[config.mk]
export PLATFORM = sky130hd
export DESIGN_NAME = fppio_top
export DESIGN_NICKNAME = d
export VERILOG_FILES = /design/src/hdl/fppio_pkg.sv /design/src/hdl/fppio_top.sv /design/src/hdl/fppio_pin_cell.sv
export SDC_FILE = /design/constraint.sdc
export NUM_CORES = 1
export LEC_CHECK = 0
export BUFFER_PORTS_ARGS = -buffer_cell sky130_fd_sc_hd__buf_2
export CORE_ASPECT_RATIO = 0.8
export CORE_MARGIN = 3
export CORE_UTILIZATION = 30
export CTS_CLUSTER_DIAMETER = 60
export CTS_CLUSTER_SIZE = 8
export DETAILED_ROUTE_END_ITERATION = 8
export GPL_TIMING_DRIVEN = 0
export HOLD_SLACK_MARGIN = 0.06
export PLACE_DENSITY_LB_ADDON = 0.15
export SLEW_MARGIN = 20
export SYNTH_ARGS = -nofsm -noshare
export SYNTH_HDL_FRONTEND = slang
export SYNTH_HIERARCHICAL = 1
export SYNTH_SLANG_ARGS = --single-unit
[constraint.sdc]
create_clock -name sys_clk -period 2.2 [get_ports sys_clk]
set_input_delay 0.55 -clock sys_clk [delete_from_list [all_inputs] [get_ports sys_clk]]
set_output_delay 0.55 -clock sys_clk [all_outputs]
set_load 0.05 [all_outputs]
[src/hdl/fppio_pkg.sv]
package fppio_pkg;
    localparam int unsigned fppio_ports = 4;
    localparam int unsigned fppio_width = 8;
    localparam int unsigned fppio_pins = 32;
    // byte addresses are four times the printed indexes
    localparam logic [11:0] fppio_idx_port_a_latch = 12'h000;
    localparam logic [11:0] fppio_idx_port_b_latch = 12'h001;
    localparam logic [11:0] fppio_idx_port_c_latch = 12'h002;
    localparam logic [11:0] fppio_idx_port_d_latch = 12'h003;
    localparam logic [11:0] fppio_idx_port_a_direction = 12'h004;
    localparam logic [11:0] fppio_idx_port_b_direction = 12'h005;
    localparam logic [11:0] fppio_idx_port_c_direction = 12'h006;
    localparam logic [11:0] fppio_idx_port_d_direction = 12'h007;
    localparam logic [11:0] fppio_idx_port_a_led_drive_enable = 12'h00C;
    localparam logic [7:0] fppio_direction_reset = 8'h00;
    localparam logic [7:0] fppio_led_reset = 8'h00;
    // open-drain pins: port b bits 0..3, port c bits 6..7
    localparam logic [31:0] fppio_open_drain_mask = 32'h00C0_0F00;
    localparam logic [4:0] fppio_channel_limit = 5'h07;

    typedef struct packed {
        logic [11:0] paddr;
        logic psel;
        logic penable;
        logic pwrite;
        logic [31:0] pwdata;
    } fppio_apb_req_type;

    typedef struct packed {
        logic [31:0] prdata;
        logic pready;
        logic pslverr;
    } fppio_apb_rsp_type;

    typedef struct packed {
        logic [31:0] pin_out;
        logic [31:0] pin_oe_n;
        logic [7:0] led_drive;
    } fppio_pad_type;

    typedef enum logic [0:0] {
        fppio_idle = 1'b0,
        fppio_access = 1'b1
    } fppio_state_type;
endpackage : fppio_pkg

[src/hdl/fppio_top.sv]
`timescale 1ns/100ps
// Contract
// - 32 pins, four ports, each direction programmable
// - direction bit governs matching pin
// - reset leaves data latches unchanged
// - port a pins are converter inputs
// - led drive per port a pin
// - open-drain pins drive low only
// - selected converter channel overrides port logic
// - read latch if output, pin if input
// - enabled peripheral overrides its pins except the selected converter pin
module fppio_top
    import fppio_pkg::*;
(
    input wire logic sys_clk,
    input wire logic rst,
    input wire fppio_apb_req_type apb_req,
    output fppio_apb_rsp_type apb_rsp,
    input wire logic [31:0] pin_in,
    output fppio_pad_type pad,
    input wire logic [4:0] converter_channel_select,
    output logic [7:0] converter_input_select,
    input wire logic [31:0] periph_own,
    input wire logic [31:0] periph_out,
    input wire logic [31:0] periph_oe
);
    logic [7:0] latch_q [fppio_ports];
    logic [7:0] latch_d [fppio_ports];
    logic [7:0] dir_q [fppio_ports];
    logic [7:0] dir_d [fppio_ports];
    logic [7:0] led_q;
    logic [7:0] led_d;
    logic [31:0] rdata_q;
    logic [31:0] rdata_d;
    logic err_q;
    logic err_d;
    fppio_state_type state_q;
    fppio_state_type state_d;
    logic [31:0] own_all;
    logic [31:0] read_bits;
    logic [31:0] pin_out_w;
    logic [31:0] oe_n_w;
    logic [11:0] idx;
    logic setup;
    logic wr_go;
    logic hit_latch;
    logic hit_dir;
    logic hit_led;

    assign idx = {2'b00, apb_req.paddr[11:2]};
    assign setup = apb_req.psel && !apb_req.penable;
    // writes land at the access edge that samples pready, never at setup
    assign wr_go = apb_req.psel && apb_req.penable && apb_req.pwrite
        && (state_q == fppio_access);

    always_comb
    begin
        converter_input_select = 8'h00;
        own_all = periph_own;
        if (converter_channel_select <= fppio_channel_limit)
        begin
            converter_input_select[converter_channel_select[2:0]] = 1'b1;
            own_all[7:0] = periph_own[7:0] | converter_input_select;
        end
    end

    genvar g;
    generate
        for (g = 0; g < fppio_pins; g++)
        begin : g_pin
            fppio_pin_cell u_cell (
                .latch_bit(latch_q[g / 8][g % 8]),
                .dir_bit(dir_q[g / 8][g % 8]),
                .open_drain(fppio_open_drain_mask[g]),
                .periph_own(own_all[g]),
                .periph_out(periph_out[g]),
                // converter owning a pin leaves it undriven
                .periph_oe(periph_oe[g] && !(g < 8 && converter_input_select[g % 8])),
                .pin_in(pin_in[g]),
                .pin_out(pin_out_w[g]),
                .pin_oe_n(oe_n_w[g]),
                .read_bit(read_bits[g])
            );
        end
    endgenerate

    always_comb
    begin
        pad.pin_out = pin_out_w;
        pad.pin_oe_n = oe_n_w;
        pad.led_drive = led_q & dir_q[0];
        apb_rsp.prdata = rdata_q;
        apb_rsp.pready = (state_q == fppio_access);
        apb_rsp.pslverr = err_q;
    end

    // address decode, shared by reads and writes
    always_comb
    begin
        hit_latch = 1'b0;
        hit_dir = 1'b0;
        hit_led = 1'b0;
        if (idx <= fppio_idx_port_d_latch)
        begin
            hit_latch = 1'b1;
        end
        else if (idx <= fppio_idx_port_d_direction)
        begin
            hit_dir = 1'b1;
        end
        else if (idx == fppio_idx_port_a_led_drive_enable)
        begin
            hit_led = 1'b1;
        end
    end

    // one wait-free access phase after every setup
    always_comb
    begin
        case (state_q)
            fppio_idle:
            begin
                state_d = setup ? fppio_access : fppio_idle;
            end
            fppio_access:
            begin
                state_d = fppio_idle;
            end
            default:
            begin
                state_d = fppio_idle;
            end
        endcase
    end

    // read data taken at setup so it stands through access
    always_comb
    begin
        rdata_d = rdata_q;
        err_d = 1'b0;
        if (setup)
        begin
            rdata_d = 32'h0000_0000;
            if (hit_latch)
            begin
                rdata_d[7:0] = read_bits[idx[1:0] * 8 +: 8];
            end
            else if (hit_dir)
            begin
                rdata_d[7:0] = dir_q[idx[1:0]];
            end
            else if (hit_led)
            begin
                rdata_d[7:0] = led_q;
            end
            else
            begin
                err_d = 1'b1;
            end
        end
    end

    // register write decode
    always_comb
    begin
        for (int p = 0; p < fppio_ports; p++)
        begin
            latch_d[p] = latch_q[p];
            dir_d[p] = dir_q[p];
        end
        led_d = led_q;
        if (wr_go)
        begin
            if (hit_latch)
            begin
                latch_d[idx[1:0]] = apb_req.pwdata[7:0];
            end
            else if (hit_dir)
            begin
                dir_d[idx[1:0]] = apb_req.pwdata[7:0];
            end
            else if (hit_led)
            begin
                led_d = apb_req.pwdata[7:0];
            end
        end
    end

    always_ff @(posedge sys_clk)
    begin
        for (int p = 0; p < fppio_ports; p++)
        begin
            latch_q[p] <= latch_d[p];
        end
    end

    always_ff @(posedge sys_clk)
    begin
        if (rst)
        begin
            for (int p = 0; p < fppio_ports; p++)
            begin
                dir_q[p] <= fppio_direction_reset;
            end
            led_q <= fppio_led_reset;
            rdata_q <= 32'h0000_0000;
            err_q <= 1'b0;
            state_q <= fppio_idle;
        end
        else
        begin
            for (int p = 0; p < fppio_ports; p++)
            begin
                dir_q[p] <= dir_d[p];
            end
            led_q <= led_d;
            rdata_q <= rdata_d;
            err_q <= err_d;
            state_q <= state_d;
        end
    end
endmodule : fppio_top

[src/hdl/fppio_pin_cell.sv]
`timescale 1ns/100ps
module fppio_pin_cell
    import fppio_pkg::*;
(
    input wire logic latch_bit,
    input wire logic dir_bit,
    input wire logic open_drain,
    input wire logic periph_own,
    input wire logic periph_out,
    input wire logic periph_oe,
    input wire logic pin_in,
    output logic pin_out,
    output logic pin_oe_n,
    output logic read_bit
);
    logic drive_val;
    logic drive_en;

    always_comb
    begin
        drive_val = periph_own ? periph_out : latch_bit;
        drive_en = periph_own ? periph_oe : dir_bit;
        if (open_drain && drive_val)
        begin
            drive_en = 1'b0;
        end
        pin_out = drive_val;
        pin_oe_n = ~drive_en;
        read_bit = dir_bit ? latch_bit : pin_in;
    end
endmodule : fppio_pin_cell

After elaboration in Yosys (flattened, before gate mapping)
Memory sizes are Yosys's and may differ from the RTL's.
Cells that the tools add are included.
{"block": "totals", "input_bits": 182, "memories": 2, "ram_bits": 64, "reg_bits": 18}
{"block": "op_classes", "n_bitwise": 43, "mux": 134, "n_lt_le_gt_ge": 7, "eq_ne": 1, "n_reduce_logical": 25, "n_shift": 1}
{"name": "dir_q", "words": 4, "word_bits": 8, "read_ports": 5, "rd_clocked_by_memory_dff": 0, "wr": 4, "line_no": "fppio_top.sv:29", "rtl": "logic [7:0] dir_q [fppio_ports];"}
{"name": "latch_q", "words": 4, "word_bits": 8, "read_ports": 4, "rd_clocked_by_memory_dff": 0, "wr": 4, "line_no": "fppio_top.sv:27", "rtl": "logic [7:0] latch_q [fppio_ports];"}
{"op": "$mux W32", "n": 5}
{"op": "$mux W1", "n": 114}
{"op": "$mux W8", "n": 10}
{"op": "$bwmux W32", "n": 2}
{"op": "$not A1 Y1", "n": 36}
{"op": "$shiftx A32 B6 Y8", "n": 1}
{"op": "$demux W8 S2", "n": 1}
{"op": "$logic_and A1 B1 Y1", "n": 14}
{"op": "$eq A10 B4 Y1 const B", "n": 1}
{"op": "$le A10 B2 Y1 const B", "n": 1}
{"op": "$le A10 B3 Y1 const B", "n": 1}
{"op": "$logic_not A1 Y1", "n": 9}
{"op": "$and A8 B8 Y8", "n": 1}
{"op": "$or A8 B8 Y8", "n": 1}
{"op": "$le A5 B3 Y1 const B", "n": 1}
{"op": "$lt A3 B4 Y1 const B", "n": 1}
{"op": "$or A1 B1 Y1", "n": 4}
{"op": "$reduce_and A4 Y1", "n": 1}
{"op": "$reduce_or A4 Y1", "n": 1}
{"op": "$demux W1 S3", "n": 1}
{"op": "$ge A3 B1 Y1 const B", "n": 1}
{"op": "$ge A3 B3 Y1 const B", "n": 1}
{"op": "$lt A3 B1 Y1 const B", "n": 1}
{"op": "$not A2 Y3", "n": 1}
{"op": "$pmux W1 S2", "n": 1}

Logic depth before layout (Yosys ltp)
{"block": "logic_depth", "depth_word": 10, "depth_mapped": 7}

Hierarchy
Netlist, hierarchy kept.
{"module": "fppio_top", "instances": 1, "area_per_inst_um2": 3846.2, "cells_per_inst": 358}
{"module": "fppio_pin_cell", "instances": 32, "area_per_inst_um2": 48.8, "cells_per_inst": 6}

Worst setup path before layout
No wires, ideal clock.
{"block": "synth_path", "kind": "input-to-output", "from": "input port converter_channel_select[2]", "to": "output port pad[15] (netlist bit)", "path_stages": 5, "arrival_ps": 2405, "path_buffers": 0, "path_slack_ps": -755, "path_cell_list": "nor2b_1 > and4b_1 > or2_2 > nor2b_1 > a32oi_1"}
{"element": "start, declared", "line_no": "fppio_top.sv:21", "rtl": "input wire logic [4:0] converter_channel_select,"}
{"element": "end, declared", "line_no": "fppio_top.sv:20", "rtl": "output fppio_pad_type pad,"}

==> flow_summary.yaml <==
status:
  outcome: "finished with violations"
  violations: "negative setup slack"
setup_path:
  critPathMostFrequentCell: "buf_8"
  worstSetupStartpoint: "converter_channel_select[2]"
  critPathKind: "input pin to output pin"
  critical-path-max-stage-delay_ns: 0.31
  r2r_cells: 5
  slowest_stage: "mux2_4"
  crit_required_ns: 1.65
  cp_max_fo: 4
  crit_chain: "buf_8 > nor2b_4 > and4b_4 > or2_4 > mux2_4 > buf_8"
  endpoint_kind: "output pin"
  setup.worst_path.start_class: "input pin"
  critical_path_depth: 6
  r2r_start: "state_q"
  critPathArrivalTime_ns: 1.69
  crit_buf_inv: 2
  critPathTopFamily: "simple AND/OR/NAND/NOR gates"
logic_synthesis:
  synthTopCellsByArea: "dfxtp_1 19%, edfxtp_1 18%, mux2i_1 13%, mux2_4 8.9%, mux2_1 6.7%"
  synth-compound-area-share_pct: 9.648
  yosys_warnings: 6
  syn_area_per_cell_sq_um: 9.832
  synth-simple-area-share_pct: 19.39
  post-synth-top-count-cell: "nand2_1"
  synth-edff-count: 32
  syn_area_sq_um: 5408
  synth_top_cell_by_area: "dfxtp_1"
  ys_async_sr_fraction_pct: 0
  synth.area.mux_share_pct: 28.88
  synthDistinctLibCells: 35
  synth_top_family_by_area: "multiplexers"
  synth_ff_type: "dfxtp_1"
  yosys-top-cells-count: "77 x nand2_1, 72 x mux2i_1, 50 x dfxtp_1"
  yosys_register_bits: 82
  syn_inst: 550
  ys_seq_area_share_pct: 36.28
  netlist.area_leader.share_pct: 18.51
  synth_adder_area_share_pct: 0
  synth_xor_area_share_pct: 0
sta:
  maxSlewHeadroom_pct: 35.19
  post-route-min-period_ns: 2.243
  setup_ws_ns: -0.04259
  hold_viol_final: 0
  worst_pin_slew_ns: 0.9721
  skew_ns: 0.01005
  fmax_ghz: 0.4459
  setup_violations: 2
  fin_crit_sh_pct: 101.9
  maxSlewViolCount: 0
  rsz0062_at_grt: "yes"
die:
  fp.dieArea_sq_um: 19680
  die_w_microns: 156.1
  core-area_sq_um: 17490
  pin_count: 296
  dieHeight_microns: 126.1
  initial_core_util_pct: 30.93
  rows: 43
global_routing:
  grt_remaining_overflow: 0
  grt_max_degree: 14
  grt_pass1_wl_microns: 24810
  antenna_found_initial: 0
  gr-usage-all-layers_pct: 16.12
  grt_pass1_vias: 4588
finish:
  fin_util_pct: 45.74
  stdcell_count: 1135
  fin_nets: 1087
  drive_gt1_share_pct: 40.11
  num_antenna_cells: 0
  area_growth_pct: 47.89
clocking:
  cts-root-buf: "clkbuf_16"
  cts_tree: "yes"
  holdBufCountCts: 0
  cts.htree.levels: 3
  clkSinkCount: 82
  clk_pin_slew_worst_paths_ns: 0.05
  clock_path_buffers: 2
  cts_buffers: 9
  clkLatencyLatePin_ns: 0.34
drt:
  drt_wl_total_microns: 16870
  initialDrtViolationCount: 197
  wl_per_cell_microns: 14.87
  avgViaCountPerCell: 4.420
  drc: 0
  via_count: 5017
  drtAntennaViolNets: 0
  drt_first_pass_iters: 5
placed_design:
  hpwlAfterDp_microns: 13550
  place.gp.congestion: 0.8267
  post-place-cells: 1103
  port_buffers: 242
pwr:
  powerDensity_nw_per_um2: 515.8
  p_leak_nw: 4.012
  peakVddDrop_uv: 301.6
  power.total_mw: 4.126
flow_run:
  drv_cap: 0
worst_hold_path:
  min_from: "rdata_q[2]"
  hp-class: "flip-flop to flip-flop"
  min_path_cells: 2
## registers in the layout (all words and copies together) (netlist names)
signal	flops
rdata_q	8
led_q	8
err_q	1
latch_q	32
state_q	1
dir_q	32
## worst paths after layout
check,to,slack [ns]
max,pad[47],-0.04
min,rdata_q[2],0.44
max reg2reg,latch_q[2][2],0.17
min reg2reg,rdata_q[2],0.44
## final cells by class
class,instances,area [sq um]
Timing Repair Buffer,258,1480
Clock inverter,6,81.33
Buffer,45,276.5
Fill cell,1738,9488
Tap cell,225,281.5
Sequential cell,82,1962
Multi-Input combinational cell,501,3657
Inverter,8,30.03
Clock buffer,10,229.0
## power by group
part | total (mW) | switching (mW) | internal, mW
combinational | 0.973 | 0.613 | 0.360
sequential | 1.58 | 0.000897 | 1.58
clock | 1.57 | 0.588 | 0.986
total | 4.13 | 1.20 | 2.92
## cell families (layout without fill, tap and decap cells)
kind of cell | Yosys count | count (layout)
AO/OA/AOI/OAI | 66 | 66
AND/OR/NAND/NOR | 211 | 211
flip-flops | 82 | 82
buffers and inverters | 53 | 327
multiplexers | 136 | 136
other | 2 | 88
## layer usage
layer / share of wire [%] / wire, microns / global-route usage [%]
met1: 46 / 7711 / 21.60
met2: 45 / 7669 / 25.80
met3: 8.4 / 1422 / 5.668
met4: 0.41 / 70 / 2.162
met5: 0 / 0 / 0
## metrics by stage
stage                     hold WS, ns  area, sq um  worst slack, ns  TNS (ns)
after detailed placement       0.4387         7323          -0.6191    -24.17
final                          0.4446         7998         -0.04259  -0.04370
after floorplan                0.4077         5826         -0.04280   -0.2229
after global placement         0.4274         7318          -0.8284    -27.84
after global routing           0.4700         7998         -0.09195   -0.7837
after CTS                      0.4485         7860         -0.04620   -0.1522
## worst min-delay path, stage by stage (launching register included)
cell     delay (ns)
dfxtp_1        0.31
nand2_1        0.05
o21ai_1        0.05
## what timing repair did
| action | 4_1_cts | 5_1_grt |
|---|---|---|
| gates resized for setup | 39 | 16 |
| buffers inserted | 8 | 8 |
| pin swaps | 9 | 2 |
| endpoints found under the setup margin | 48 | 51 |
## layout by cell type, fill, tap and decap left out, drive strengths merged, types with 9 or more instances in the layout
cell	netlist	routed
a21oi	9	9
a32oi	32	32
and2	17	17
buf	38	296
clkbuf	7	17
conb	2	88
dfxtp	50	50
edfxtp	32	32
mux2	64	64
mux2i	72	72
nand2	77	77
nor2	48	48
nor2b	35	35
Note: power is estimated with default switching activity, not from simulation.
